--- src/logic/alu_ops_regs.vh ---
/*
 Constants for the subtract/xor/swap datapath: operation codes,
 status flag positions, destination codes and reset values.
 Assumes inclusion by bare name from the design files.
*/
`ifndef ALU_OPS_REGS_VH
`define ALU_OPS_REGS_VH

`define OP_NONE        3'h0
`define OP_SUB_LIT     3'h1
`define OP_SUB_REG     3'h2
`define OP_XOR_LIT     3'h3
`define OP_XOR_REG     3'h4
`define OP_SWAP_REG    3'h5

`define FLAG_CARRY     0
`define FLAG_NIBBLE    1
`define FLAG_ZERO      2

`define DEST_ACC       1'h0
`define DEST_REG       1'h1

`define ACC_RESET      8'h00
`define STATUS_RESET   3'h0

`endif

--- src/logic/alu_ops_core.v ---
/*
 Combinational result and flag logic for five 8-bit operations.
 Assumes operands are stable for the cycle and the caller stores results.
*/
`timescale 1ns/100ps
`include "alu_ops_regs.vh"

module alu_ops_core #(
   parameter WIDTH = 8
) (
   // Operation and operands
   input  wire [2:0]       op,
   input  wire [WIDTH-1:0] acc,
   input  wire [WIDTH-1:0] operand,
   input  wire [2:0]       status_in,
   // Results
   output reg  [WIDTH-1:0] result,
   output reg  [2:0]       status_out,
   output reg              valid
);

   localparam HALF = WIDTH / 2;

   wire [WIDTH:0] diff;
   wire [HALF:0]  diff_low;

   // Extra bit is the borrow; inverted it is the carry flag
   assign diff     = {1'b0, operand} - {1'b0, acc};
   assign diff_low = {1'b0, operand[HALF-1:0]} - {1'b0, acc[HALF-1:0]};

   always @* begin
      result     = {WIDTH{1'b0}};
      status_out = status_in;
      valid      = 1'b1;
      case (op)
         `OP_SUB_LIT, `OP_SUB_REG: begin
            result = diff[WIDTH-1:0]; // RL1 RL2
            status_out[`FLAG_CARRY]  = ~diff[WIDTH]; // RL1 RL2
            status_out[`FLAG_NIBBLE] = ~diff_low[HALF]; // RL1 RL2
            status_out[`FLAG_ZERO]   = (diff[WIDTH-1:0] == {WIDTH{1'b0}}); // RL8
         end
         `OP_XOR_LIT, `OP_XOR_REG: begin
            result = acc ^ operand; // RL4 RL7
            status_out[`FLAG_ZERO] = ((acc ^ operand) == {WIDTH{1'b0}}); // RL8
         end
         `OP_SWAP_REG: begin
            // Flags pass through untouched
            result = {operand[HALF-1:0], operand[WIDTH-1:HALF]}; // RL5
         end
         default: begin
            valid = 1'b0;
         end
      endcase
   end

endmodule

--- src/logic/alu_ops_top.v ---
/*
 Datapath for literal/register subtract, literal/register xor and
 nibble exchange. Holds the accumulator and the three status flags,
 and returns register write-backs through a one-cycle strobe.
 Every output is a flop; results appear one edge after the op.

 Assumes the core's decoder gives one operation per cycle with the
 register operand already read, that the register file writes
 RF_WR_DATA when RF_WR_EN is high, and that ARST_N may be released
 at any time relative to MCLK.
*/
// Notes on behaviour
// [RL1] Literal subtract: literal minus acc into acc; carry, nibble, zero.
// [RL2] Register subtract: register minus acc; carry, nibble flags, zero.
// [RL3] Register subtract and xor: select 0 to acc, 1 to register.
// [RL4] Literal xor: acc xor literal into acc; only zero updates.
// [RL5] Nibble exchange swaps register halves; no flag changes.
// [RL6] Nibble exchange result: select 0 to acc, 1 to register.
// [RL7] Register xor of acc with register at address 0..127; zero only.
// [RL8] Zero flag set when result is zero; unaffected flags keep value.
`timescale 1ns/100ps
`include "alu_ops_regs.vh"

module alu_ops_top #(
   parameter WIDTH  = 8,
   parameter AWIDTH = 7
) (
   // Clock and reset
   input  wire              MCLK,
   input  wire              ARST_N,
   // Operation request
   input  wire              OP_VALID,
   input  wire [2:0]        OP_CODE,
   input  wire              DEST_SEL,
   input  wire [WIDTH-1:0]  LITERAL,
   input  wire [AWIDTH-1:0] REG_ADDR,
   input  wire [WIDTH-1:0]  REG_DATA,
   // Register file write-back
   output reg               RF_WR_EN,
   output reg  [AWIDTH-1:0] RF_WR_ADDR,
   output reg  [WIDTH-1:0]  RF_WR_DATA,
   // Accumulator and flags
   output reg  [WIDTH-1:0]  ACC,
   output reg               CARRY_FLAG,
   output reg               NIBBLE_BORROW_INVERSE_FLAG,
   output reg               ZERO_FLAG
);

   localparam NFLAGS = 3;
   localparam [NFLAGS-1:0] FLAGS_RESET = `STATUS_RESET;

   // Reset release path
   reg               rst_meta;
   reg               rst_sync;
   // Operation decode
   reg               is_reg_op;
   reg               is_sub;
   reg               is_xor;
   reg               take_op;
   reg               to_reg;
   reg  [NFLAGS-1:0] flag_update;
   reg  [WIDTH-1:0]  operand;
   // Next state
   reg  [WIDTH-1:0]  next_acc;
   reg               next_wr_en;
   reg  [AWIDTH-1:0] next_wr_addr;
   reg  [WIDTH-1:0]  next_wr_data;
   wire [NFLAGS-1:0] next_flags;
   // Core interface
   wire [WIDTH-1:0]  result;
   wire [NFLAGS-1:0] core_status;
   wire              op_known;
   wire [NFLAGS-1:0] status;

   // Reset drops at once but rises only after two edges, so every
   // flop reset by rst_sync leaves reset on the same clean edge
   always @(posedge MCLK or negedge ARST_N) begin
      if (!ARST_N) begin
         rst_meta <= 1'b0;
         rst_sync <= 1'b0;
      end else begin
         rst_meta <= 1'b1;
         rst_sync <= rst_meta;
      end
   end

   assign status = {ZERO_FLAG, NIBBLE_BORROW_INVERSE_FLAG, CARRY_FLAG};

   // Operation class decode; unknown codes decode to nothing
   always @* begin
      is_sub    = 1'b0;
      is_xor    = 1'b0;
      is_reg_op = 1'b0;
      case (OP_CODE)
         `OP_SUB_LIT: begin
            is_sub = 1'b1; // RL1
         end
         `OP_SUB_REG: begin
            is_sub    = 1'b1; // RL2
            is_reg_op = 1'b1;
         end
         `OP_XOR_LIT: begin
            is_xor = 1'b1; // RL4
         end
         `OP_XOR_REG: begin
            is_xor    = 1'b1; // RL7
            is_reg_op = 1'b1;
         end
         `OP_SWAP_REG: begin
            // Swap only routes its result; it touches no flag
            is_reg_op = 1'b1; // RL5 RL6
         end
         default: begin
            is_reg_op = 1'b0;
         end
      endcase
   end

   // Register operations take the file operand, literal ones the literal
   always @* begin
      operand = is_reg_op ? REG_DATA : LITERAL; // RL7
      take_op = OP_VALID && op_known;
      to_reg  = is_reg_op && (DEST_SEL == `DEST_REG); // RL3 RL6
   end

   // Which flags the current operation may touch
   always @* begin
      flag_update               = {NFLAGS{1'b0}};
      flag_update[`FLAG_CARRY]  = take_op && is_sub; // RL1 RL2
      flag_update[`FLAG_NIBBLE] = take_op && is_sub; // RL1 RL2
      flag_update[`FLAG_ZERO]   = take_op && (is_sub || is_xor); // RL8
   end

   // Masked flags keep their value, whatever the core hands back
   genvar i;
   generate
      for (i = 0; i < NFLAGS; i = i + 1) begin : g_flag
         assign next_flags[i] = flag_update[i] ? core_status[i] // RL8
                                               : status[i];
      end
   endgenerate

   alu_ops_core #(
      .WIDTH      (WIDTH)
   ) u_core (
      .op         (OP_CODE),
      .acc        (ACC),
      .operand    (operand),
      .status_in  (status),
      .result     (result),
      .status_out (core_status),
      .valid      (op_known)
   );

   // Literal ops ignore the destination select and always land in acc
   always @* begin
      next_acc     = ACC;
      next_wr_en   = 1'b0;
      next_wr_addr = RF_WR_ADDR;
      next_wr_data = RF_WR_DATA;
      if (take_op) begin
         if (to_reg) begin
            next_wr_en   = 1'b1; // RL3 RL6
            next_wr_addr = REG_ADDR;
            next_wr_data = result;
         end else begin
            next_acc = result; // RL1 RL4 RL3 RL6
         end
      end
   end

   always @(posedge MCLK or negedge rst_sync) begin
      if (!rst_sync) begin
         ACC <= `ACC_RESET;
      end else begin
         ACC <= next_acc;
      end
   end

   always @(posedge MCLK or negedge rst_sync) begin
      if (!rst_sync) begin
         CARRY_FLAG <= FLAGS_RESET[`FLAG_CARRY];
      end else begin
         CARRY_FLAG <= next_flags[`FLAG_CARRY]; // RL1 RL2
      end
   end

   always @(posedge MCLK or negedge rst_sync) begin
      if (!rst_sync) begin
         NIBBLE_BORROW_INVERSE_FLAG <= FLAGS_RESET[`FLAG_NIBBLE];
      end else begin
         NIBBLE_BORROW_INVERSE_FLAG <= next_flags[`FLAG_NIBBLE]; // RL1 RL2
      end
   end

   always @(posedge MCLK or negedge rst_sync) begin
      if (!rst_sync) begin
         ZERO_FLAG <= FLAGS_RESET[`FLAG_ZERO];
      end else begin
         ZERO_FLAG <= next_flags[`FLAG_ZERO]; // RL8
      end
   end

   // Write strobe lasts one cycle; the file must take it on that edge
   always @(posedge MCLK or negedge rst_sync) begin
      if (!rst_sync) begin
         RF_WR_EN <= 1'b0;
      end else begin
         RF_WR_EN <= next_wr_en; // RL3 RL6
      end
   end

   // Address and data hold after the strobe until the next write
   always @(posedge MCLK or negedge rst_sync) begin
      if (!rst_sync) begin
         RF_WR_ADDR <= {AWIDTH{1'b0}};
         RF_WR_DATA <= {WIDTH{1'b0}};
      end else begin
         RF_WR_ADDR <= next_wr_addr;
         RF_WR_DATA <= next_wr_data;
      end
   end

endmodule

--- config.mk ---
export PLATFORM = sky130hd
export DESIGN_NAME = alu_ops_top
export DESIGN_NICKNAME = d
export VERILOG_FILES = /design/src/logic/alu_ops_core.v /design/src/logic/alu_ops_top.v
export VERILOG_INCLUDE_DIRS = /design/src /design/src/logic
export SDC_FILE = /design/constraint.sdc
export NUM_CORES = 1
export LEC_CHECK = 0
export BUFFER_PORTS_ARGS = -buffer_cell sky130_fd_sc_hd__buf_2
export CORE_UTILIZATION = 25
export CTS_BUF_LIST = sky130_fd_sc_hd__clkbuf_16
export DETAILED_ROUTE_END_ITERATION = 12
export SYNTH_ARGS = -nofsm -noshare
export SYNTH_HDL_FRONTEND = slang
export SYNTH_SLANG_ARGS = --single-unit
--- constraint.sdc ---
create_clock -name MCLK -period 1.3 [get_ports MCLK]
set_clock_uncertainty 0.15 [all_clocks]
set_input_delay 0.26 -clock MCLK [delete_from_list [all_inputs] [get_ports MCLK]]
set_output_delay 0.26 -clock MCLK [all_outputs]
set_load 0.01 [all_outputs]
== Word-level counts from Yosys, hierarchy flattened ==
Index checks and enable logic that the tools add are counted.

* Register bits: 29
* Output and inout bits: 27
* Logic and storage cells: 45
* Input port bits: 30

* Reduce and logical (&&, ||, !) cells: 16
* Bitwise logic cells: 4
* Equality and inequality tests: 5
* Add/sub/neg operators: 2
* Muxes and demuxes: 9

{| class="wikitable"
|+ Operator list
! kind !! number
|-
| 8-bit one-hot mux with 3 select lines || 1
|-
| 8-bit logical NOT || 2
|-
| 8-bit by 8-bit subtractor with 9-bit output || 1
|-
| 8-bit two-way mux || 1
|-
| 2-bit AND reduction || 4
|-
| 8-bit XOR || 1
|-
| 3-bit by 2-bit equality test with 1-bit output, second input constant || 2
|-
| 3-bit equality test, second input constant || 2
|-
| 1-bit two-way mux || 6
|-
| 5-bit OR reduction || 1
|-
| 4-bit by 4-bit subtractor with 5-bit output || 1
|-
| 1-bit logical AND || 4
|-
| 2-bit OR reduction || 2
|-
| 3-bit by 1-bit equality test with 1-bit output, second input constant || 1
|-
| 1-bit inverter || 3
|-
| 3-bit OR reduction || 1
|-
| 1-bit one-hot mux with 2 select lines || 1
|-
| 2-bit nonzero test || 1
|-
| 1-bit logical OR || 1
|}

== Longest topological paths before layout ==
* Depth in word-level cells: 7
* Depth in mapped cells: 14

== By module ==
From an unflattened synthesis, not the netlist that was laid out.

* Cells, all modules: 220
* Area, all modules: 2200.9 um^2

{| class="wikitable"
|+ Modules (own cells, without submodules)
! module !! times used !! area an instance (um^2) !! cells an instance
|-
| alu_ops_top || 1 || 1286.2 || 78
|-
| alu_ops_core || 1 || 914.6 || 142
|}

== Least setup slack after synthesis ==
No wires, ideal clock.

* Path kind: in2reg
* From: input port OP_CODE[1]
* To: register RF_WR_DATA[6]
* Library setup time: 0.134 ns
* Data arrival time: 2.880 ns
* Slack: -1.864 ns
* Cell stages on the path: 11
* Cell sequence: buf_4 -> nor2_1 -> nor2_2 -> mux2_2 -> ha_1 -> clkbuf_1 -> mux2_1 -> a311oi_1 -> o311ai_1 -> a222oi_1 -> a21oi_1

* Longest elaborated chain between the ends: 6
* Elaborated cells on any way between the ends: 18
* Classes of those cells: add/sub (1); eq/ne (5); mux (4); bitwise (1); reduce/logical (7)

{| class="wikitable"
|+ Ends and longest elaborated chain
! what !! RTL line !! source
|-
| from (decl) || alu_ops_top.v:33 || <nowiki>input wire [2:0] OP_CODE,</nowiki>
|-
| 3-bit equality test or 3-bit by 2-bit equality test with 1-bit output (tied branches) || alu_ops_core.v:35, alu_ops_top.v:94 ||
|-
| 3-bit OR reduction (no line) || -- ||
|-
| 1-bit two-way mux || alu_ops_top.v:94 || <nowiki>case (OP_CODE)</nowiki>
|-
| 8-bit two-way mux || alu_ops_top.v:121 || <nowiki>operand = is_reg_op ? REG_DATA : LITERAL;</nowiki>
|-
| 8-bit by 8-bit subtractor with 9-bit output or 8-bit XOR (tied branches) || alu_ops_core.v:28, alu_ops_core.v:43 ||
|-
| 8-bit one-hot mux with 3 select lines || alu_ops_core.v:35 || <nowiki>case (op)</nowiki>
|-
| to (signal assigned) || alu_ops_top.v:217 || <nowiki>RF_WR_DATA <= {WIDTH{1'b0}};</nowiki>
|-
| to (signal assigned) || alu_ops_top.v:220 || <nowiki>RF_WR_DATA <= next_wr_data;</nowiki>
|-
| to (decl) || alu_ops_top.v:41 || <nowiki>output reg [WIDTH-1:0] RF_WR_DATA,</nowiki>
|}

Parallel ways exist; a longest one is shown, timed or not.
A chain may end at the register's enable or synchronous reset.

== Worst setup path after layout ==
* From: input port OP_CODE[2]
* To: register RF_WR_DATA[6]

The elaborated chain is that of the path after synthesis.

==> results.py <==
metrics = {
    "final_layout": {
        "utilization_pct": 46.6,
        "layout_common_cells": "56 x buf_4, 47 x buf_2, 29 x dfrtp_1, 29 x buf_6, 17 x nor2_1",
        "drive_gt1_share_pct": 60.1,
        "layout.nets": 397,
        "final_cell_count_no_fill": 458,
        "area_delta_synth_final_pct": 80.6,
        "layout_commonest_cell": "buf_4",
        "antenna_cells": 0,
    },
    "grt": {
        "grt_pass1_wl_um": 11900,
        "grt_antenna_before_repair": 0,
        "grt_pass1_vias": 2371,
        "grt_max_degree": 21,
        "grt.overflow.total": 0,
        "grt_usage_pct": 18.4,
    },
    "floorplanning": {
        "start_util_pct": 25.8,
        "rows": 32,
        "die_w_um": 91.3,
        "die_y_um": 91.3,
        "dieArea_sq_mm": 0.00833,
        "pin_count": 57,
        "core-area_sq_mm": 0.00773,
    },
    "timing": {
        "finalHoldViolCount": 7,
        "fmax_mhz": 357,
        "layout_setup_ws_ns": -1.50,
        "final_max_slew_viol_count": 0,
        "whs_ns": -0.00420,
        "period_minus_slack_ns": 2.80,
        "rsz0062_at_grt": "true",
        "period_share_pct": 216,
        "setup_viol": 33,
    },
    "clock_tree": {
        "cts_tree": "done",
        "numCtsBuffers": 5,
        "cts_max_level": 2,
        "clockRootBuffer": "clkbuf_16",
        "cts_buffer_depth": 2,
        "cts_num_sinks": 29,
        "clock_latency_ns": 0.27,
        "clk_pin_slew_ns": 0.05,
    },
    "critical_path": {
        "worstRegToRegCells": 10,
        "worstPathRequired_ns": 1.31,
        "crit_fanout": 4,
        "arrival_ns": 2.81,
        "cp_slowest_cell": "a222oi_1",
        "cpPeakStageDelay_ns": 0.40,
        "cp_cell_sequence": "buf_8, nand2b_4, nor2_4, nor2_4, buf_6, buf_6, mux2i_2, ha_2, fa_2, o21a_4, buf_6, nand2_4, o311ai_4, a222oi_1, buf_4, a21oi_2",
        "worstSetupStartpointType": "primary input",
        "startpoint": "OP_CODE[2]",
        "cp.depth": 16,
        "critical-path-top-delay-family": "compound AO/OA/AOI/OAI gates",
        "crit_path_end_kind": "flip-flop",
        "rr_startpoint": "ACC[6]",
        "critPathMostFrequentCell": "buf_6",
        "path_buf_inv": 5,
        "path_class": "primary input to flip-flop",
    },
    "yosys": {
        "synth_fp_nets": 265,
        "synth-edff-count": 0,
        "ys_seq_elements": 29,
        "ys.warnings.count": 0,
        "avgSynthCellArea_sq_um": 8.94,
        "ys.flop_type": "dfrtp_1",
        "synthCells": 223,
        "mappedNetlistArea_sq_mm": 0.00199,
        "ys_seq_area_share_pct": 36.4,
        "ys_types": 48,
        "ys_async_sr_fraction_pct": 100,
    },
    "hold_path": {
        "hold_class": "flip-flop to async pin",
    },
    "place": {
        "gp_congestion": 0.909,
        "dp.cells": 435,
        "numPortBuffers": 56,
        "dpl.hpwl_um": 5200,
    },
    "run_status": {
        "violations": "negative hold slack, negative setup slack",
        "outcome": "finished with violations",
    },
    "pwr": {
        "p_sw_mw": 2.21,
        "seq_power_share_pct": 21.2,
        "combPwrFrac_pct": 60.9,
        "cellLeakagePower_nw": 1.68,
        "p_sw_share_pct": 36.6,
        "p_int_mw": 3.82,
        "peakVddDrop_v": 0.000858,
        "p_per_area_mw_per_mm2": 1680,
        "power.share.clock_pct": 17.9,
    },
    "route": {
        "routed_via_density": 4.84,
        "drc": 0,
        "ant_nets": 0,
        "drt_first_pass_iters": 4,
        "drt-initial-drc-count": 141,
        "wl_per_cell_um": 15.8,
        "wl_um": 7220,
        "num_vias": 2219,
    },
    "job": {
        "maxCapViolations": 0,
    },
}
-- layout make-up --
cell class | instances | area [sq um]
clock buffers | 5 | 125
flip-flops and latches | 29 | 726
fillers | 714 | 4130
multi-input cells | 169 | 1510
well taps | 102 | 128
clock inverters | 3 | 13.8
inverters | 14 | 52.6
repair buffers | 136 | 1040
-- metal layers --
metal | part of all wire, % | up-vias | track usage, %
met5 | 0 | - | 0
met4 | 2.7 | 0 | 6.61
met3 | 6.6 | 21 | 4.77
met2 | 49 | 91 | 31.7
met1 | 41 | 1052 | 22.0
li1 | - | 1055 | -
-- state kept, by name (all words and copies together) (netlist names) --
signal	count
CARRY_FLAG	1
rst_meta	1
ACC	8
RF_WR_ADDR	7
NIBBLE_BORROW_INVERSE_FLAG	1
RF_WR_DATA	8
rst_sync	1
RF_WR_EN	1
ZERO_FLAG	1
-- through the flow --
stage | worst slack (ns) | total power, mW | TNS, ns | cell area [sq um]
2_1_floorplan | -1.58 | 2.78 | -25.56 | 2120
3_3_place_gp | -1.86 | 3.95 | -32.13 | 2940
3_5_place_dp | -1.83 | 3.98 | -33.06 | 2940
4_1_cts | -1.41 | 5.69 | -33.36 | 3530
5_1_grt | -1.54 | 6.45 | -27.29 | 3600
6_report | -1.50 | 6.04 | -25.05 | 3600
-- final timing paths --
path | to | slack, ns
max | RF_WR_DATA[6] | -1.50
min | RF_WR_ADDR[2] | -0.004
max reg2reg | RF_WR_DATA[6] | -1.16
min reg2reg | RF_WR_ADDR[2] | -0.004
max in group asynchronous | RF_WR_DATA[4] | 0.57
min in group MCLK | RF_WR_ADDR[3] | 0.07
-- worst reg2reg max path, delay by kind of cell (launching register included) --
kind,cells,cell delay (ns)
buf+inv,4,0.61
compound gates,4,0.90
fa+ha+maj,1,0.20
simple gates,1,0.10
flops,1,0.39
-- cells by family (layout without fill, tap and decap cells) --
logic type	Yosys count	after routing	share of synthesized area [%]
other cells	1	1	0.188
flops	29	29	36.4
buf+inv	25	158	5.27
fa+ha+maj	14	14	8.91
simple gates	68	68	16.3
compound gates	61	61	19.5
mux	21	21	11.6
xor+xnor	4	4	1.76
-- Yosys cell counts (3+ instances only) --
cell | number | area share [%]
inv_1 | 11 | 2.1
inv_2 | 3 | 0.56
buf_2 | 3 | 0.75
o21a_1 | 3 | 1.1
a31oi_1 | 4 | 1.3
mux2_2 | 8 | 4.5
mux2i_1 | 4 | 2.0
nor2_1 | 21 | 4.0
mux2_1 | 9 | 5.1
nor3_1 | 4 | 1.0
ha_1 | 11 | 6.9
nand3_1 | 11 | 2.8
o21ai_0 | 12 | 3.0
dfrtp_1 | 29 | 36
clkbuf_1 | 6 | 1.1
nand2_1 | 18 | 3.4
o21ai_1 | 6 | 1.5
xnor2_1 | 3 | 1.3
a21oi_1 | 20 | 5.0
-- power by group through the flow --
stage,combinational (mW),clock [mW],sequential (mW)
after CTS,3.30,1.12,1.28
final,3.67,1.08,1.28
after floorplan,1.39,0,1.39
after global placement,2.68,0,1.27
after detailed placement,2.71,0,1.27
after global routing,3.98,1.16,1.31
-- timing repair --
item                                    4_1_cts  5_1_grt
hold buffers                                  1        0
cloned                                        1        0
pin swaps                                    18       17
resized for setup                            75       30
hold endpoints to repair                      2        0
buffers inserted                             21       11
endpoints found under the setup margin       34       34
Note: power is estimated with default switching activity, not from simulation.
